**config.mk**
```make
export PLATFORM = sky130hd
export DESIGN_NAME = scsi_phase_regs
export DESIGN_NICKNAME = d
export VERILOG_FILES = /design/src/common/scsi_regs_pkg.sv /design/src/verilog/scsi_phase_regs.sv
export VERILOG_INCLUDE_DIRS = /design/src /design/src/common
export SDC_FILE = /design/constraint.sdc
export NUM_CORES = 1
export LEC_CHECK = 0
export BUFFER_PORTS_ARGS = -buffer_cell sky130_fd_sc_hd__buf_2
export CAP_MARGIN = 20
export CORE_AREA = 10 10 96 98
export CTS_CLUSTER_SIZE = 24
export DETAILED_ROUTE_END_ITERATION = 8
export DIE_AREA = 0 0 106 108
export GPL_TIMING_DRIVEN = 0
export PLACE_DENSITY = 0.89
export SETUP_SLACK_MARGIN = 0.4
export SYNTH_ARGS = -nofsm -noshare
export SYNTH_HDL_FRONTEND = slang
export SYNTH_SLANG_ARGS = --single-unit
```
**constraint.sdc**
```tcl
create_clock -name clk -period 8.13 [get_ports clk]
set_input_delay 0.813 -clock clk [delete_from_list [all_inputs] [get_ports clk]]
set_output_delay 0.813 -clock clk [all_outputs]
set_load 0.01 [all_outputs]
```
**src/common/scsi_regs_consts.svh**
```systemverilog
// Overview of operation
// set phase register bit 7 once the final DMA byte is on the bus
// phase bit 3 drives REQ only in responder role; zero releases it
// phase bits 2..0 are MSG, C/D, I/O encoding the bus phase
// I/O driven only in responder role; high means data flows in
// initiator with DMA on: REQ with wrong phase raises mismatch interrupt
// bus status shows control lines and parity unlatched, one when asserted
// status bits: RST BSY REQ MSG C/D I/O SEL parity from 7 to 0
// bus parity is odd over eight data bits plus parity
// ID register at 4; free bus, SEL and ID match raise selection interrupt
// parity checked during selection only when parity_check_enable set
// read of 7 returns nothing and clears interrupt and error flags
// writes to DMA start registers trigger only; data ignored
// host sets DMA enable, burst mode and role before a start write
// write to 5 starts DMA send in either role with DMA enabled
// write to 6 starts responder receive; needs DMA enable and responder
// write to 7 starts initiator receive; needs DMA enable, not responder
// responder drives C/D, I/O, MSG, REQ; initiator role drives none here
// burst DMA lets the controller hold acknowledge and pace by ready; here burst_dma only raises dma_burst_active during a transfer
// three-bit address with read or write strobe selects distinct registers
// phase register bits 6..4 read zero and ignore writes
`ifndef SCSI_REGS_CONSTS_SVH
`define SCSI_REGS_CONSTS_SVH
`define ADDR_PHASE       3'h3
`define ADDR_BUS_ID      3'h4
`define ADDR_STAT_SEND   3'h5
`define ADDR_TRECV       3'h6
`define ADDR_CLR_IRECV   3'h7
`define PH_LAST_BIT      7
`define PH_REQ_BIT       3
`define ST_PARERR_BIT    5
`define ST_IRQ_BIT       4
`define ST_MATCH_BIT     3
`define ST_BUSYERR_BIT   2
`define ST_ACTIVE_BIT    0
`define PHASE_RESET      4'h0
`define ID_RESET         8'h00
`define FIFO_DEPTH       2
`endif

```
**src/common/scsi_regs_pkg.sv**
```systemverilog
package scsi_regs_pkg;
    typedef enum logic [1:0] {
        DMA_IDLE  = 2'b00,
        DMA_SEND  = 2'b01,
        DMA_TRECV = 2'b10,
        DMA_IRECV = 2'b11
    } dma_state_t;

    typedef struct packed {
        logic       last;
        logic [7:0] data;
    } fifo_entry_t;

    // values are asserted-high views of the active-low bus lines
    typedef struct packed {
        logic       rst;
        logic       bsy;
        logic       req;
        logic       msg;
        logic       cd;
        logic       io;
        logic       sel;
        logic       ack;
        logic [7:0] data;
        logic       par;
    } bus_lines_t;
endpackage

```
**src/verilog/scsi_phase_regs.sv**
```systemverilog
`timescale 1ns/10ps
`include "scsi_regs_consts.svh"
module scsi_phase_regs (
    input  wire logic              clk,
    input  wire logic              rst_n,
    input  wire logic              clk_en,
    input  wire logic [2:0]        cpu_addr,
    input  wire logic              cpu_rd,
    input  wire logic              cpu_wr,
    input  wire logic [7:0]        cpu_wdata,
    output logic      [7:0]        cpu_rdata,
    input  wire logic              responder_role,
    input  wire logic              dma_enable_bit,
    input  wire logic              burst_dma,
    input  wire logic              parity_check_enable,
    input  wire logic              dma_valid,
    output logic                   dma_ready,
    input  wire logic [7:0]        dma_data,
    input  wire logic              dma_last,
    input  wire scsi_regs_pkg::bus_lines_t bus_in,
    output logic      [7:0]        sdb_out,
    output logic                   sdb_oe_n,
    output logic                   bus_parity_line_out,
    output logic                   req_oe_n,
    output logic                   msg_oe_n,
    output logic                   cd_oe_n,
    output logic                   io_oe_n,
    output logic                   interrupt_out,
    output scsi_regs_pkg::dma_state_t dma_state,
    output logic                   dma_burst_active
);

    logic                         rst_meta;
    logic                         rst_n_int;
    scsi_regs_pkg::bus_lines_t    lines_meta;
    scsi_regs_pkg::bus_lines_t    lines;
    logic                         req_prev;
    logic                         hs_prev;
    logic                         bsy_prev;
    logic                         sel_prev;
    logic [3:0]                   phase_reg;
    logic                         last_byte_reg;
    logic [7:0]                   id_reg;
    logic                         irq_reg;
    logic                         parerr_reg;
    logic                         busyerr_reg;
    logic                         mismatch_reg;
    logic [7:0]                   rdata_reg;
    logic [7:0]                   sdb_reg;
    logic                         sdb_valid_reg;
    scsi_regs_pkg::dma_state_t    state_reg;
    scsi_regs_pkg::dma_state_t    state_next;
    scsi_regs_pkg::fifo_entry_t   fifo_mem [`FIFO_DEPTH];
    logic                         wr_ptr_reg;
    logic                         rd_ptr_reg;
    logic [1:0]                   count_reg;
    logic                         push;
    logic                         pop;
    logic                         fifo_empty;
    logic                         fifo_full;
    scsi_regs_pkg::fifo_entry_t   head;
    logic                         hs_line;
    logic                         hs_rise;
    logic                         req_rise;
    logic                         phase_diff;
    logic                         mismatch_evt;
    logic                         sel_cond;
    logic                         sel_evt;
    logic                         par_bad;
    logic                         par_evt;
    logic                         busy_evt;
    logic                         any_evt;
    logic                         clr_rd;
    logic                         wr_phase;
    logic                         wr_id;
    logic                         start_send;
    logic                         start_trecv;
    logic                         start_irecv;
    logic [7:0]                   bus_status;
    logic [7:0]                   dma_status;

    always_ff @(posedge clk or negedge rst_n) begin
        if (!rst_n) begin
            rst_meta  <= 1'b0;
            rst_n_int <= 1'b0;
        end else begin
            rst_meta  <= 1'b1;
            rst_n_int <= rst_meta;
        end
    end

    // bus lines arrive asynchronously from other devices
    always_ff @(posedge clk or negedge rst_n_int) begin
        if (!rst_n_int) begin
            lines_meta <= '0;
            lines      <= '0;
        end else if (clk_en) begin
            lines_meta <= bus_in;
            lines      <= lines_meta;
        end
    end

    always_ff @(posedge clk or negedge rst_n_int) begin
        if (!rst_n_int) begin
            req_prev <= 1'b0;
            hs_prev  <= 1'b0;
            bsy_prev <= 1'b0;
            sel_prev <= 1'b0;
        end else if (clk_en) begin
            req_prev <= lines.req;
            hs_prev  <= hs_line;
            bsy_prev <= lines.bsy;
            sel_prev <= sel_cond;
        end
    end

    // register decode
    assign wr_phase    = cpu_wr && (cpu_addr == `ADDR_PHASE);
    assign wr_id       = cpu_wr && (cpu_addr == `ADDR_BUS_ID);
    assign clr_rd      = cpu_rd && (cpu_addr == `ADDR_CLR_IRECV);
    // start writes ignore cpu_wdata entirely
    assign start_send  = cpu_wr && (cpu_addr == `ADDR_STAT_SEND) && dma_enable_bit;
    assign start_trecv = cpu_wr && (cpu_addr == `ADDR_TRECV) && dma_enable_bit && responder_role;
    assign start_irecv = cpu_wr && (cpu_addr == `ADDR_CLR_IRECV) && dma_enable_bit && !responder_role;

    always_ff @(posedge clk or negedge rst_n_int) begin
        if (!rst_n_int) begin
            phase_reg <= `PHASE_RESET;
        end else if (clk_en && wr_phase) begin
            phase_reg <= cpu_wdata[3:0];
        end
    end

    always_ff @(posedge clk or negedge rst_n_int) begin
        if (!rst_n_int) begin
            id_reg <= `ID_RESET;
        end else if (clk_en && wr_id) begin
            id_reg <= cpu_wdata;
        end
    end

    // event detection
    assign req_rise     = lines.req && !req_prev;
    assign phase_diff   = ({lines.msg, lines.cd, lines.io} != phase_reg[2:0]);
    assign mismatch_evt = !responder_role && dma_enable_bit && req_rise && phase_diff;
    assign sel_cond     = !lines.bsy && lines.sel && ((lines.data & id_reg) != 8'h00);
    assign sel_evt      = sel_cond && !sel_prev;
    // odd parity: asserted ones over data and parity must be odd
    assign par_bad      = !(^{lines.data, lines.par});
    assign par_evt      = sel_evt && parity_check_enable && par_bad;
    assign busy_evt     = bsy_prev && !lines.bsy && (state_reg != scsi_regs_pkg::DMA_IDLE);
    assign any_evt      = sel_evt || mismatch_evt || par_evt || busy_evt;

    // set wins over the read-to-clear so no event is lost
    always_ff @(posedge clk or negedge rst_n_int) begin
        if (!rst_n_int) begin
            irq_reg <= 1'b0;
        end else if (clk_en) begin
            if (any_evt) begin
                irq_reg <= 1'b1;
            end else if (clr_rd) begin
                irq_reg <= 1'b0;
            end
        end
    end

    always_ff @(posedge clk or negedge rst_n_int) begin
        if (!rst_n_int) begin
            parerr_reg  <= 1'b0;
            busyerr_reg <= 1'b0;
        end else if (clk_en) begin
            if (par_evt) begin
                parerr_reg <= 1'b1;
            end else if (clr_rd) begin
                parerr_reg <= 1'b0;
            end
            if (busy_evt) begin
                busyerr_reg <= 1'b1;
            end else if (clr_rd) begin
                busyerr_reg <= 1'b0;
            end
        end
    end

    always_ff @(posedge clk or negedge rst_n_int) begin
        if (!rst_n_int) begin
            mismatch_reg <= 1'b0;
        end else if (clk_en) begin
            if (mismatch_evt) begin
                mismatch_reg <= 1'b1;
            end else if (clr_rd || start_send || start_irecv) begin
                mismatch_reg <= 1'b0;
            end
        end
    end

    // dma sequencing; a mismatch halts the transfer until restarted
    always_comb begin
        state_next = state_reg;
        case (state_reg)
            scsi_regs_pkg::DMA_IDLE: begin
                if (start_send) begin
                    state_next = scsi_regs_pkg::DMA_SEND;
                end else if (start_trecv) begin
                    state_next = scsi_regs_pkg::DMA_TRECV;
                end else if (start_irecv) begin
                    state_next = scsi_regs_pkg::DMA_IRECV;
                end
            end
            scsi_regs_pkg::DMA_SEND: begin
                if (!dma_enable_bit || mismatch_evt || (pop && head.last)) begin
                    state_next = scsi_regs_pkg::DMA_IDLE;
                end
            end
            scsi_regs_pkg::DMA_TRECV,
            scsi_regs_pkg::DMA_IRECV: begin
                if (!dma_enable_bit || mismatch_evt) begin
                    state_next = scsi_regs_pkg::DMA_IDLE;
                end
            end
            default: begin
                state_next = scsi_regs_pkg::DMA_IDLE;
            end
        endcase
    end

    always_ff @(posedge clk or negedge rst_n_int) begin
        if (!rst_n_int) begin
            state_reg <= scsi_regs_pkg::DMA_IDLE;
        end else if (clk_en) begin
            state_reg <= state_next;
        end
    end

    // two-entry send buffer
    assign fifo_empty = (count_reg == 2'd0);
    assign fifo_full  = (count_reg == 2'd2);
    assign dma_ready  = !fifo_full && clk_en;
    assign push       = dma_valid && dma_ready;
    assign head       = fifo_mem[rd_ptr_reg];
    // the bus handshake paces draining: ACK as responder, REQ as initiator
    assign hs_line    = responder_role ? lines.ack : lines.req;
    assign hs_rise    = hs_line && !hs_prev;
    assign pop        = clk_en && (state_reg == scsi_regs_pkg::DMA_SEND) && hs_rise && !fifo_empty;

    for (genvar i = 0; i < `FIFO_DEPTH; i++) begin : g_entry
        always_ff @(posedge clk or negedge rst_n_int) begin
            if (!rst_n_int) begin
                fifo_mem[i] <= '0;
            end else if (push && (wr_ptr_reg == 1'(i))) begin
                fifo_mem[i] <= '{last: dma_last, data: dma_data};
            end
        end
    end

    always_ff @(posedge clk or negedge rst_n_int) begin
        if (!rst_n_int) begin
            wr_ptr_reg <= 1'b0;
            rd_ptr_reg <= 1'b0;
            count_reg  <= 2'd0;
        end else if (clk_en) begin
            if (push) begin
                wr_ptr_reg <= !wr_ptr_reg;
            end
            if (pop) begin
                rd_ptr_reg <= !rd_ptr_reg;
            end
            if (push && !pop) begin
                count_reg <= count_reg + 2'd1;
            end else if (pop && !push) begin
                count_reg <= count_reg - 2'd1;
            end
        end
    end

    // output data register; the last flag rises as the final byte goes out
    always_ff @(posedge clk or negedge rst_n_int) begin
        if (!rst_n_int) begin
            sdb_reg       <= 8'h00;
            sdb_valid_reg <= 1'b0;
            last_byte_reg <= 1'b0;
        end else if (clk_en) begin
            if (pop) begin
                sdb_reg       <= head.data;
                sdb_valid_reg <= 1'b1;
            end else if (state_reg == scsi_regs_pkg::DMA_IDLE) begin
                sdb_valid_reg <= 1'b0;
            end
            if (pop && head.last) begin
                last_byte_reg <= 1'b1;
            end else if (start_send) begin
                last_byte_reg <= 1'b0;
            end
        end
    end

    // line drivers; mismatch also releases data, but parity out is not gated
    assign sdb_out             = sdb_reg;
    assign sdb_oe_n            = !(sdb_valid_reg && !mismatch_reg && (responder_role || !lines.io));
    assign bus_parity_line_out = ~^sdb_reg;
    assign req_oe_n            = !(responder_role && phase_reg[`PH_REQ_BIT]);
    assign msg_oe_n            = !(responder_role && phase_reg[2]);
    assign cd_oe_n             = !(responder_role && phase_reg[1]);
    assign io_oe_n             = !(responder_role && phase_reg[0]);
    assign interrupt_out       = irq_reg;
    assign dma_state           = state_reg;
    assign dma_burst_active    = burst_dma && (state_reg != scsi_regs_pkg::DMA_IDLE);

    // live view, not latched
    assign bus_status = {lines.rst, lines.bsy, lines.req, lines.msg,
                         lines.cd, lines.io, lines.sel, lines.par};

    always_comb begin
        dma_status                  = 8'h00;
        dma_status[`ST_PARERR_BIT]  = parerr_reg;
        dma_status[`ST_IRQ_BIT]     = irq_reg;
        dma_status[`ST_MATCH_BIT]   = !phase_diff;
        dma_status[`ST_BUSYERR_BIT] = busyerr_reg;
        dma_status[`ST_ACTIVE_BIT]  = (state_reg != scsi_regs_pkg::DMA_IDLE);
    end

    always_ff @(posedge clk or negedge rst_n_int) begin
        if (!rst_n_int) begin
            rdata_reg <= 8'h00;
        end else if (clk_en && cpu_rd) begin
            case (cpu_addr)
                `ADDR_PHASE:     rdata_reg <= {last_byte_reg, 3'b000, phase_reg};
                `ADDR_BUS_ID:    rdata_reg <= bus_status;
                `ADDR_STAT_SEND: rdata_reg <= dma_status;
                default:         rdata_reg <= 8'h00;
            endcase
        end
    end
    assign cpu_rdata = rdata_reg;

    property p_last_sent;
        @(posedge clk) disable iff (!rst_n_int)
        (pop && head.last) |=> last_byte_reg && (state_reg == scsi_regs_pkg::DMA_IDLE);
    endproperty
    a_last_sent: assert property (p_last_sent) else $error("last byte flag missing");

    property p_req_write;
        @(posedge clk) disable iff (!rst_n_int)
        (clk_en && wr_phase) |=> (req_oe_n == !($past(cpu_wdata[3]) && responder_role));
    endproperty
    a_req_write: assert property (p_req_write) else $error("req drive wrong");

    property p_io_role;
        @(posedge clk) disable iff (!rst_n_int)
        !responder_role |-> io_oe_n && cd_oe_n && msg_oe_n && req_oe_n;
    endproperty
    a_io_role: assert property (p_io_role) else $error("phase line driven as initiator");

    property p_mismatch;
        @(posedge clk) disable iff (!rst_n_int)
        (clk_en && mismatch_evt) |=> interrupt_out && mismatch_reg && sdb_oe_n;
    endproperty
    a_mismatch: assert property (p_mismatch) else $error("mismatch not flagged");

    property p_bus_read;
        @(posedge clk) disable iff (!rst_n_int)
        (clk_en && cpu_rd && cpu_addr == `ADDR_BUS_ID) |=> cpu_rdata == $past(bus_status);
    endproperty
    a_bus_read: assert property (p_bus_read) else $error("bus status read wrong");

    property p_select;
        @(posedge clk) disable iff (!rst_n_int)
        (clk_en && sel_evt) |=> interrupt_out;
    endproperty
    a_select: assert property (p_select) else $error("selection interrupt missing");

    property p_parity;
        @(posedge clk) disable iff (!rst_n_int)
        (clk_en && sel_evt && !parity_check_enable && !parerr_reg && !clr_rd) |=> !parerr_reg;
    endproperty
    a_parity: assert property (p_parity) else $error("parity flagged while unchecked");

    property p_clear;
        @(posedge clk) disable iff (!rst_n_int)
        (clk_en && clr_rd && !any_evt) |=> !interrupt_out && !parerr_reg && !busyerr_reg && cpu_rdata == 8'h00;
    endproperty
    a_clear: assert property (p_clear) else $error("read clear failed");

    property p_trecv_role;
        @(posedge clk) disable iff (!rst_n_int)
        (clk_en && state_reg == scsi_regs_pkg::DMA_IDLE && cpu_wr && cpu_addr == `ADDR_TRECV
            && !responder_role) |=> state_reg == scsi_regs_pkg::DMA_IDLE;
    endproperty
    a_trecv_role: assert property (p_trecv_role) else $error("receive started in wrong role");

    property p_phase_pad;
        @(posedge clk) disable iff (!rst_n_int)
        (clk_en && cpu_rd && cpu_addr == `ADDR_PHASE) |=> cpu_rdata[6:4] == 3'b000;
    endproperty
    a_phase_pad: assert property (p_phase_pad) else $error("unused phase bits not zero");

    property p_full;
        @(posedge clk) disable iff (!rst_n_int)
        fifo_full |-> !dma_ready ##1 (count_reg != 2'd3);
    endproperty
    a_full: assert property (p_full) else $error("buffer overfilled");

endmodule
```
## Word level (Yosys, flattened, before mapping)

Cells that the tools add are included.
Widths: inputs -> output; s select.

| operators by class | value |
|---|---|
| add/sub/neg operators | 2 |
| $lt $le $gt $ge | 1 |
| equality and inequality tests | 13 |
| mux-type cells | 23 |
| bitwise operators | 3 |
| reductions and logical operators | 96 |

Operators by type and width:

| operator | count |
|---|---|
| $logic_and 1x1->1 | 43 |
| $mux 9 | 3 |
| $pmux 8 s3 | 1 |
| $logic_not 1->1 | 21 |
| $reduce_and 2->1 | 9 |
| $reduce_bool 2->1 | 8 |
| $mux 2 | 7 |
| $eq 3x3->1 const B | 4 |
| $mux 1 | 11 |
| $reduce_xor 9->1 | 1 |
| $and 8x8->8 | 1 |
| $logic_or 1x1->1 | 8 |
| $reduce_bool 8->1 | 1 |
| $reduce_xnor 8->1 | 1 |
| $eq 2x2->1 const B | 3 |
| $pmux 2 s3 | 1 |
| $logic_not 2->1 | 2 |
| $ne 2x2->1 const B | 2 |
| $ne 4x4->1 const B | 1 |
| $reduce_and 4->1 | 1 |
| $eq 3x2->1 const B | 1 |
| $ne 3x3->1 | 1 |
| $add 2x1->2 const B | 1 |
| $eq 2x1->1 const B | 1 |
| 5 further kinds | 5 |

| word-level totals | value |
|---|---|
| register bits | 98 |
| bits of input ports | 47 |
| output and inout port bits | 27 |
| word-level logic and storage cells | 182 |

## Depth between registers and ports, before layout

Gate-level depths: netlist of the first run.

| logic depth | value |
|---|---|
| word-level depth | 10 |
| depth in mapped cells | 9 |

## Least setup slack after synthesis of the first run

OpenSTA, ideal clock, no wires.

| timing path | value |
|---|---|
| kind | input to register |
| start | input port responder_role |
| end | register count_reg[1] |
| setup time | 126 ps |
| arrival time | 2,449 ps |
| data required time | 8,004 ps |
| setup slack | 5,555 ps |
| cell stages on the path | 9 |
| buffers on the path | 2 |
| cell sequence | buf_4 -> mux2i_1 -> nor3b_2 -> buf_2 -> inv_1 -> ha_1 -> nor2_1 -> nand2_1 -> xnor2_1 |

| on the way | value |
|---|---|
| cells in the longest elaborated chain, start to end | 8 |
| elaborated cells between the ends (all ways) | 10 |

Ends and longest elaborated chain:

| item | line | RTL |
|---|---|---|
| start, declared | scsi_phase_regs.sv:12 | `input wire logic responder_role,` |
| $mux 1 (*) | scsi_phase_regs.sv:242 | `assign hs_line = responder_role ? lines.ack : lines.req;` |
| $logic_and 1x1->1 (*) | scsi_phase_regs.sv:243 | `assign hs_rise = hs_line && !hs_prev;` |
| $logic_and 1x1->1 (*) (2 in series) | scsi_phase_regs.sv:244 | `assign pop = clk_en && (state_reg == scsi_regs_pkg::DMA_SEND) && hs_rise && !fifo_empty;` |
| $logic_not 1->1 | scsi_phase_regs.sv:268 | `if (push && !pop) begin` |
| $logic_and 1x1->1 | scsi_phase_regs.sv:268 |  |
| $reduce_bool 2->1 (no source line) | - |  |
| $reduce_and 2->1 (no source line) | - |  |
| end signal, assigned | scsi_phase_regs.sv:269 | `count_reg <= count_reg + 2'd1;` |
| end signal, assigned | scsi_phase_regs.sv:271 | `count_reg <= count_reg - 2'd1;` |
| end, declared | scsi_phase_regs.sv:56 | `logic [1:0] count_reg;` |

Every way passes the cells marked *; elsewhere a longest branch is shown, timed or not.
A chain may end at the register's enable or synchronous reset.

## Final worst setup path of the first run

| timing path | value |
|---|---|
| start | input port clk_en |
| end | register count_reg[1] |

| on the way | value |
|---|---|
| cells in the longest elaborated chain, start to end | 7 |
| elaborated cells between the ends (all ways) | 12 |

Ends and longest elaborated chain:

| item | line | RTL |
|---|---|---|
| start, declared | scsi_phase_regs.sv:6 | `input wire logic clk_en,` |
| $logic_and 1x1->1 (3 in series) | scsi_phase_regs.sv:244 |  |
| $logic_not 1->1 | scsi_phase_regs.sv:268 |  |
| $logic_and 1x1->1 | scsi_phase_regs.sv:268 |  |
| $reduce_bool 2->1 (no source line) | - |  |
| $reduce_and 2->1 (no source line) | - |  |

Parallel ways exist; a longest one is shown, timed or not.

==> impl_metrics.ini, run 1 <==
[routing]
routed_wl_um = 9220
firstDrtPassIters = 4
viasPerCell = 5.47
vias = 2866
postRouteAntennaNets = 0
first_iter_violations = 132
wl_per_cell_um = 17.6
drc = 0

[global_route]
met2_usage_pct = 28.2
grt_start_max_net_pins = 62
grt_use_met3_pct = 4.70
antenna_found_initial = 0
grt.total_usage_pct = 16.6
grt-ovfl-total = 0
use_met1_pct = 20.3
grt_pass1_vias = 3090
grt_pass1_wl_um = 15200
grt_busiest_layer = met2

[timing]
timing.final.crit_share_pct = 32.2
rsz0062_at_grt = false
hold_viol_final = 0
tightestPinTransition_ns = 0.637
tns_ns = 0
setup_violations = 0
period_minus_slack_ns = 2.62
clock.fmax_mhz = 382
max-slew-margin-rel_pct = 57.3
layout_setup_ws_ns = 5.51
final.setup_skew_ns = 0.0139
drv_slew = 0

[clocking]
clock_path_buffers = 2
cts_hold_buf = 0
h-tree-depth = 3
cts-root-buf = clkbuf_8
numClockSinks = 98
cts_resized = 0
cts_tree = yes
clk_pin_slew_worst_paths_ns = 0.09
clock_latency_ns = 0.36
post_cts_buffers = 0
cts_buffers = 9

[synthesis]
synth.net_count = 383
yosysWarnings = 0
synthArstFlopShare_pct = 100
yosysSeqAreaShare_pct = 57.0
synth_area_sq_mm = 0.00430
ys_types = 47
synth-edff-count = 0
dominantRegCellSynth = dfrtp_1
synth_area_per_cell_sq_um = 12.8
syn_inst = 335
ys_ff_latch = 98

[status]
status = complete, no violations

[placed_design]
dpl.hpwl_um = 6950
place_congestion = 0.918
post-place-ws_ns = 5.16
place.port_buffers = 71

[layout]
num_antenna_cells = 0
biggestRegsByFlops = fifo_mem (18), lines_meta (17), lines (9)
fillers = 538
num-nets-final = 466
area_delta_synth_final_pct = 17.5
largest-register = fifo_mem
largest_reg_flops = 18
multiInputGateArea_sq_mm = 0.00177
regArea_sq_mm = 0.00246
drive_gt1_share_pct = 40.3

[critical_path]
critPathCaptureType = flop
critPathMaxFanout = 10
crit_path_start_kind = primary input
reg2reg_from = dma_state[1]
required_ns = 8.37
crit_type = primary input to flop
cp-startpoint = clk_en
cp.arrival_ns = 2.86

[worst_hold_path]
hold_path.class = primary input to asynchronous set/reset pin

[power]
leakage_nw = 2.29
powerDensity_mw_per_mm2 = 293
vdd_drop_max_uv = 152

[floorplanning]
fp-row-count = 32
chipWidth_um = 106
initial_core_util_pct = 57.7
die_y_um = 108
ioPinCount = 74
coreArea_sq_mm = 0.00745
dieArea_sq_mm = 0.0114

[job]
cap_violations = 0
[layout make-up]
class                           instances  share of cell area [%]
Sequential cell                        98                    48.6
Inverter                                5                   0.371
Tap cell                              102                    2.52
Buffer                                 11                    1.09
Timing Repair Buffer                   72                    7.57
Clock buffer                           10                    2.72
Multi-Input combinational cell        221                    35.1
Clock inverter                          5                    2.03
[cells by family (layout without fill, tap and decap cells)]
| family | Yosys count | count (layout) | synth area share, % |
|---|---|---|---|
| AO/OA/AOI/OAI | 45 | 45 | 7.19 |
| XOR/XNOR | 22 | 22 | 4.80 |
| adder cells (fa/ha/maj) | 1 | 1 | 0.291 |
| buffers and inverters | 16 | 103 | 1.72 |
| flip-flops | 98 | 98 | 57.0 |
| multiplexers | 79 | 79 | 20.3 |
| other | 1 | 1 | 0.0872 |
| AND/OR/NAND/NOR | 73 | 73 | 8.58 |
[critical path: stages]
cell	delay [ns]
buf_2	0.18
o21ai_0	0.18
nor3b_2	0.55
buf_2	0.34
inv_1	0.09
ha_1	0.29
nor2_1	0.16
nand2_1	0.10
xnor2_1	0.14
[cell usage after synthesis (3+ instances only)]
library cell   n  area, sq um
nand2b_1       3         18.8
nand2_1       27          101
a21oi_1       12         60.1
xnor2_1       18          158
o21ai_0       11         55.1
nand4_1        3         18.8
xor2_1         3         26.3
and2_1         4         25.0
dfrtp_1       98         2450
buf_1          3         11.3
nor2_1        19         71.3
inv_1          4         15.0
mux2_2        66          743
mux2i_1       13          130
nand3_1        3         15.0
buf_2          5         25.0
a22oi_1        7         52.6
[final timing paths]
path	depth (start not counted)	slack, ns	end
setup / recovery	9	5.51	count_reg[1]
hold / removal	1	0.23	rst_n_int
setup reg to reg	8	5.57	count_reg[1]
hold reg to reg	0	0.30	cpu_rdata[4]
max in group asynchronous	1	7.19	sel_prev
min in group clk	0	0.36	rst_n_int
[metrics by stage]
step	std cells	total power (W)	hold WS (ns)	util (%)	area, sq um
after global routing	524	0.00156	0.209	67.9	5050
after CTS	524	0.00149	0.210	67.9	5050
after floorplan	335	0.000984	0.331	-	4300
after global placement	508	0.00109	0.338	64.2	4780
after detailed placement	509	0.00112	0.309	64.7	4810
final	524	0.00148	0.231	67.9	5050
[routing by layer]
layer	part of all wire, %	wire, um	vias up
met5	0	0	-
met4	1.5	141	0
met3	5.4	498	15
met2	51	4730	70
met1	42	3850	1435
li1	-	-	1346
[placed cells by master, fill, tap and decap left out, types with 10 or more instances in the layout]
cell type   n
o21ai_0    11
xnor2_1    18
a21oi_1    12
buf_2      76
nor2_1     19
clkbuf_8   10
nand2_1    27
mux2_2     66
mux2i_1    13
dfrtp_1    97
[power breakdown]
part           internal (W)  total [W]  leakage, nW  switching [W]
sequential         0.000611   0.000709         1.19      0.0000973
combinational      0.000218   0.000401        0.980       0.000183
clock              0.000211   0.000369        0.118       0.000159
Power figures use the tool's default switching activity.
==> run 2: changes to the inputs <==
ABC_AREA = 1   (was not set)
CORE_AREA = 10 10 100 102   (was 10 10 96 98)
DIE_AREA = 0 0 110 112   (was 0 0 106 108)
PLACE_DENSITY = 0.84   (was 0.89)
clock period = 2.6 ns   (was 8.13 ns; I/O delays follow)
==> run 2 against run 1 <==
Power rose to 3.1 times the previous value. Combinational power rose to 3.4 times the previous value. Sequential power rose to 3.1 times the previous value. Non-clock buffer count up 8. Via count up 25%. Sequential share of layout area down 0.71 points.
==> impl_metrics.ini, run 2 <==
[critical_path]
crit_type = flop to flop
critPathMaxFanout = 4
required_ns = 2.85
crit_path_start_kind = flop
reg2reg_slack_ns = 0.56
cp.arrival_ns = 2.29
critPathCaptureType = flop

[placed_design]
dpl.hpwl_um = 7660
place_congestion = 0.880
place.port_buffers = 73
dp_cells = 706

[layout]
num-nets-final = 661
largest_reg_flops = 18
utilization_pct = 63.7
biggestRegsByFlops = fifo_mem (18), lines_meta (17), lines (9)
largest-register = fifo_mem
instances_no_fill = 723
area_delta_synth_final_pct = 16.5
drive_gt1_share_pct = 19.3
num_antenna_cells = 0
fillers = 691
layout_commonest_cell = nand2_1
layout_common_cells = nand2_1, dfrtp_1, buf_2

[timing]
drv_slew = 0
rsz0062_at_grt = false
tns_ns = 0
fin_hold_ws_ns = 0.0976
hold_viol_final = 0
timing.final.crit_share_pct = 78.4
period_minus_slack_ns = 2.04
max-slew-margin-rel_pct = 53.3
setup_violations = 0
clock.fmax_mhz = 491
tightestPinTransition_ns = 0.701
final.setup_skew_ns = 0.0141

[power]
powerDensity_mw_per_mm2 = 885
leakage_nw = 2.75
vdd_drop_max_uv = 428

[global_route]
met2_usage_pct = 26.7
grt_pass1_vias = 3718
grt_start_max_net_pins = 56
grt_pass1_wl_um = 17000
grt-ovfl-total = 0
grt_use_met3_pct = 5.25
antenna_found_initial = 0
grt_busiest_layer = met2
use_met1_pct = 21.1
grt.total_usage_pct = 16.8

[routing]
first_iter_violations = 186
drc = 0
viasPerCell = 4.97
firstDrtPassIters = 4
postRouteAntennaNets = 0
vias = 3594
wl_per_cell_um = 13.7
routed_wl_um = 9900

[synthesis]
ys_ff_latch = 98
yosysMostFrequentCell = nand2_1
yosysWarnings = 0
synth_area_sq_mm = 0.00440
synth.net_count = 575
yosysSeqAreaShare_pct = 55.7
ys_types = 35
synth-edff-count = 0
syn_inst = 527
dominantRegCellSynth = dfrtp_1
synth_area_per_cell_sq_um = 8.36
synthArstFlopShare_pct = 100
yosys-top-cells-area = dfrtp_1, nand2_1, o21ai_0
synth_top_area_cell = dfrtp_1
synth_top_area_share_pct = 55.7
yosys-top-cells-count = nand2_1, dfrtp_1, inv_1

[floorplanning]
ioPinCount = 74
coreArea_sq_mm = 0.00805
fp-row-count = 33
chipWidth_um = 110
die_y_um = 112
initial_core_util_pct = 54.7
dieArea_sq_mm = 0.0123

[clocking]
cts_buffers = 9
clk_pin_slew_worst_paths_ns = 0.10
cts-root-buf = clkbuf_8
clock_latency_ns = 0.37
post_cts_buffers = 0
h-tree-depth = 3
clock_path_buffers = 2
cts_tree = yes
numClockSinks = 98

[status]
status = complete, no violations

[worst_hold_path]
hold_path.class = primary input to flop

[job]
cap_violations = 0
run 2: worst paths after layout:
check	startpoint	to	cells after the start
worst min register to register	rst_meta	rst_n_int	0
max in group asynchronous	rst_n_int	bus_status[2]	1
worst min-delay path	bus_in[13]	lines_meta[13]	3
worst max register to register	dma_state[1]	count_reg[1]	8
worst max-delay path	dma_state[1]	count_reg[1]	8
min in group asynchronous	rst_n	rst_n_int	2
run 2: cells by family after synthesis:
logic type	share of synthesized area (%)
simple gates	24.2
flops	55.7
buf+inv	6.68
compound gates	9.06
xor+xnor	2.98
mux	1.02
fa+ha+maj	0.284
other cells	0.0851
run 2: area by class of cell:
cell class	instances	area (sq um)	share of cell area (%)
inverter	53	199	3.88
clock inverter	6	57.6	1.12
sequential	98	2460	47.9
clock buffer	10	138	2.68
timing repair buffer	75	395	7.71
buffer	16	95.1	1.85
tap	105	131	2.56
multi-input combinational	360	1660	32.3
run 2: metrics by stage:
step           total power [W]  cell area [sq um]  setup slack, ns
2_1_floorplan          0.00313               4410            0.751
3_3_place_gp           0.00354               4900            0.476
3_5_place_dp           0.00362               4920            0.565
4_1_cts                0.00457               5130            0.544
5_1_grt                0.00486               5130            0.421
6_report               0.00454               5130            0.562
run 2: where the power goes:
part           internal [W]  switching, W
Clock              0.000396      0.000568
Combinational      0.000595      0.000762
Sequential          0.00191      0.000304
Total               0.00290       0.00163
run 2: worst max-delay path, cell delays in order (launching register included):
cell      delay [ns]
dfrtp_1         0.41
nand3b_1        0.18
nor2_1          0.16
nand2_2         0.12
ha_1            0.30
or2_2           0.31
a21oi_1         0.16
o21ai_0         0.14
xnor2_1         0.15
run 2: repair_timing:
action,4_1_cts,5_1_grt
gates resized for setup,0,0
hold endpoints to repair,2,0
hold buffers,1,0
run 2: routing by layer:
layer / part of all wire [%] / vias up
li1: - / 1817
met3: 7.5 / 8
met4: 1.5 / 0
met1: 44 / 1668
met2: 47 / 101
met5: 0 / -
==> run 3: changes to the inputs <==
CORE_AREA = 10 10 104 106   (was 10 10 100 102)
DIE_AREA = 0 0 114 116   (was 0 0 110 112)
PLACE_DENSITY = 0.82   (was 0.84)
clock period = 1.8 ns   (was 2.6 ns; I/O delays follow)
==> run 3 against run 2 <==
Register-to-register slack lost 0.45 ns. Global-route usage shrank 0.12 points. Highest routed layer unchanged. Sequential power grew 45%.
==> impl_metrics.ini, run 3 (synthesized netlist as in run 2, its figures left out) <==
[power]
leakage_nw = 2.95
vdd_drop_max_uv = 700
powerDensity_mw_per_mm2 = 1270

[placed_design]
place.port_buffers = 73
place_congestion = 0.897
dpl.hpwl_um = 7890
placed_area_sq_mm = 0.00496

[layout]
fillers = 710
biggestRegsByFlops = fifo_mem (18), lines_meta (17), lines (9)
largest-register = fifo_mem
area_delta_synth_final_pct = 26.9
utilization_pct = 64.4
fin_area_sq_mm = 0.00559
num_antenna_cells = 0
num-nets-final = 696
layout_common_cells = nand2_1, dfrtp_1, buf_2
layout_commonest_cell = nand2_1
drive_gt1_share_pct = 25.6
largest_reg_flops = 18

[timing]
tightestPinTransition_ns = 0.649
hold_viol_final = 0
final.setup_skew_ns = 0.0157
setup_violations = 0
rsz0062_at_grt = true
period_minus_slack_ns = 1.69
tns_ns = 0
max-slew-margin-rel_pct = 56.7
clock.fmax_mhz = 591
drv_slew = 0
timing.final.crit_share_pct = 94.0

[worst_hold_path]
hp-start = bus_in[14]
hold_path.class = primary input to flop

[global_route]
grt.total_usage_pct = 16.7
grt_pass1_vias = 3885
grt_pass1_wl_um = 17800
grt_start_max_net_pins = 51
grt-ovfl-total = 0
antenna_found_initial = 0

[clocking]
cts_buffers = 9
clock_path_buffers = 2
cts-root-buf = clkbuf_8
h-tree-depth = 3
numClockSinks = 98
clk_pin_slew_worst_paths_ns = 0.10
cts_tree = yes
clock_latency_ns = 0.36

[critical_path]
reg2reg_from = dma_state[1]
critPathMaxFanout = 2
cp.arrival_ns = 1.94
required_ns = 2.05
crit_path_start_kind = flop
crit_type = flop to flop
cp-startpoint = dma_state[1]
critPathCaptureType = flop

[floorplanning]
ioPinCount = 74
die_y_um = 116
coreArea_sq_mm = 0.00868
chipWidth_um = 114
dieArea_sq_mm = 0.0132
initial_core_util_pct = 50.7
fp-row-count = 34

[routing]
firstDrtPassIters = 5
first_iter_violations = 242
postRouteAntennaNets = 0
routed_wl_um = 10900
viasPerCell = 5.05
vias = 3844
wl_per_cell_um = 14.3
drc = 0

[job]
cap_violations = 0

[status]
status = complete, no violations
-- run 3: cell count changes in the layout (fill, tap and decap cells not counted), moves of 6 or more --
cell	change
buf_4	+20
buf_6	+8
dlygate4sd3_1	+6
o21ai_0	-10
o21ai_2	+7
-- run 3: per-layer routing --
metal	track usage (%)	routed length (um)
met4	6.35	177
met5	0	0
met3	4.44	814
met1	18.6	4290
met2	29.7	5620
-- run 3: path summary, 6_finish.rpt --
| path | slack, ns | end | depth (start not counted) |
|---|---|---|---|
| max in group asynchronous | 0.77 | lines_meta[12] | 1 |
| hold reg to reg | 0.36 | fifo_mem[6] | 0 |
| setup / recovery | 0.11 | count_reg[1] | 8 |
| hold / removal | 0.01 | lines_meta[14] | 3 |
| min in group asynchronous | 0.12 | rst_n_int | 2 |
| setup reg to reg | 0.11 | count_reg[1] | 8 |
-- run 3: cell type report --
type | instances | area [sq um] | share of cell area [%]
buffer | 16 | 108 | 1.93
clock buffer | 12 | 135 | 2.42
clock inverter | 4 | 52.6 | 0.940
inverter | 53 | 211 | 3.78
multi-input combinational | 360 | 1780 | 31.8
sequential | 98 | 2460 | 44.0
tap | 108 | 135 | 2.42
timing repair buffer | 110 | 713 | 12.8
-- run 3: what timing repair did --
item / in CTS / in global routing
gates cloned: 2 / 0
hold endpoints to repair: 8 / 0
endpoints found under the setup margin: 33 / 35
resized for setup: 38 / 10
hold buffers: 7 / 0
buffers inserted: 20 / 7
pin swaps: 7 / 3
-- run 3: critical path: stages (launching register included) --
cell and delay [ns]:
dfrtp_1 0.39, nand3b_1 0.18, nor2_2 0.14, nand2_2 0.10
ha_4 0.21, or2_4 0.23, a21oi_2 0.11, o21ai_1 0.09
xnor2_1 0.13
-- run 3: where the power goes --
group / internal (W) / switching [W] / total [W]
Combinational: 0.00119 / 0.00131 / 0.00251
Clock: 0.000645 / 0.000745 / 0.00139
Sequential: 0.00277 / 0.000442 / 0.00321
-- run 3: through the flow --
step                      hold WS, ns  instances  total power [W]  worst slack (ns)
final                          0.0143        761          0.00710             0.108
after global routing          0.00727        761          0.00760          -0.00569
after CTS                   0.0000694        754          0.00704             0.120
after detailed placement      -0.0326        709          0.00526          -0.00970
after global placement        -0.0347        708          0.00515            0.0716
after floorplan                -0.116        527          0.00455             0.130
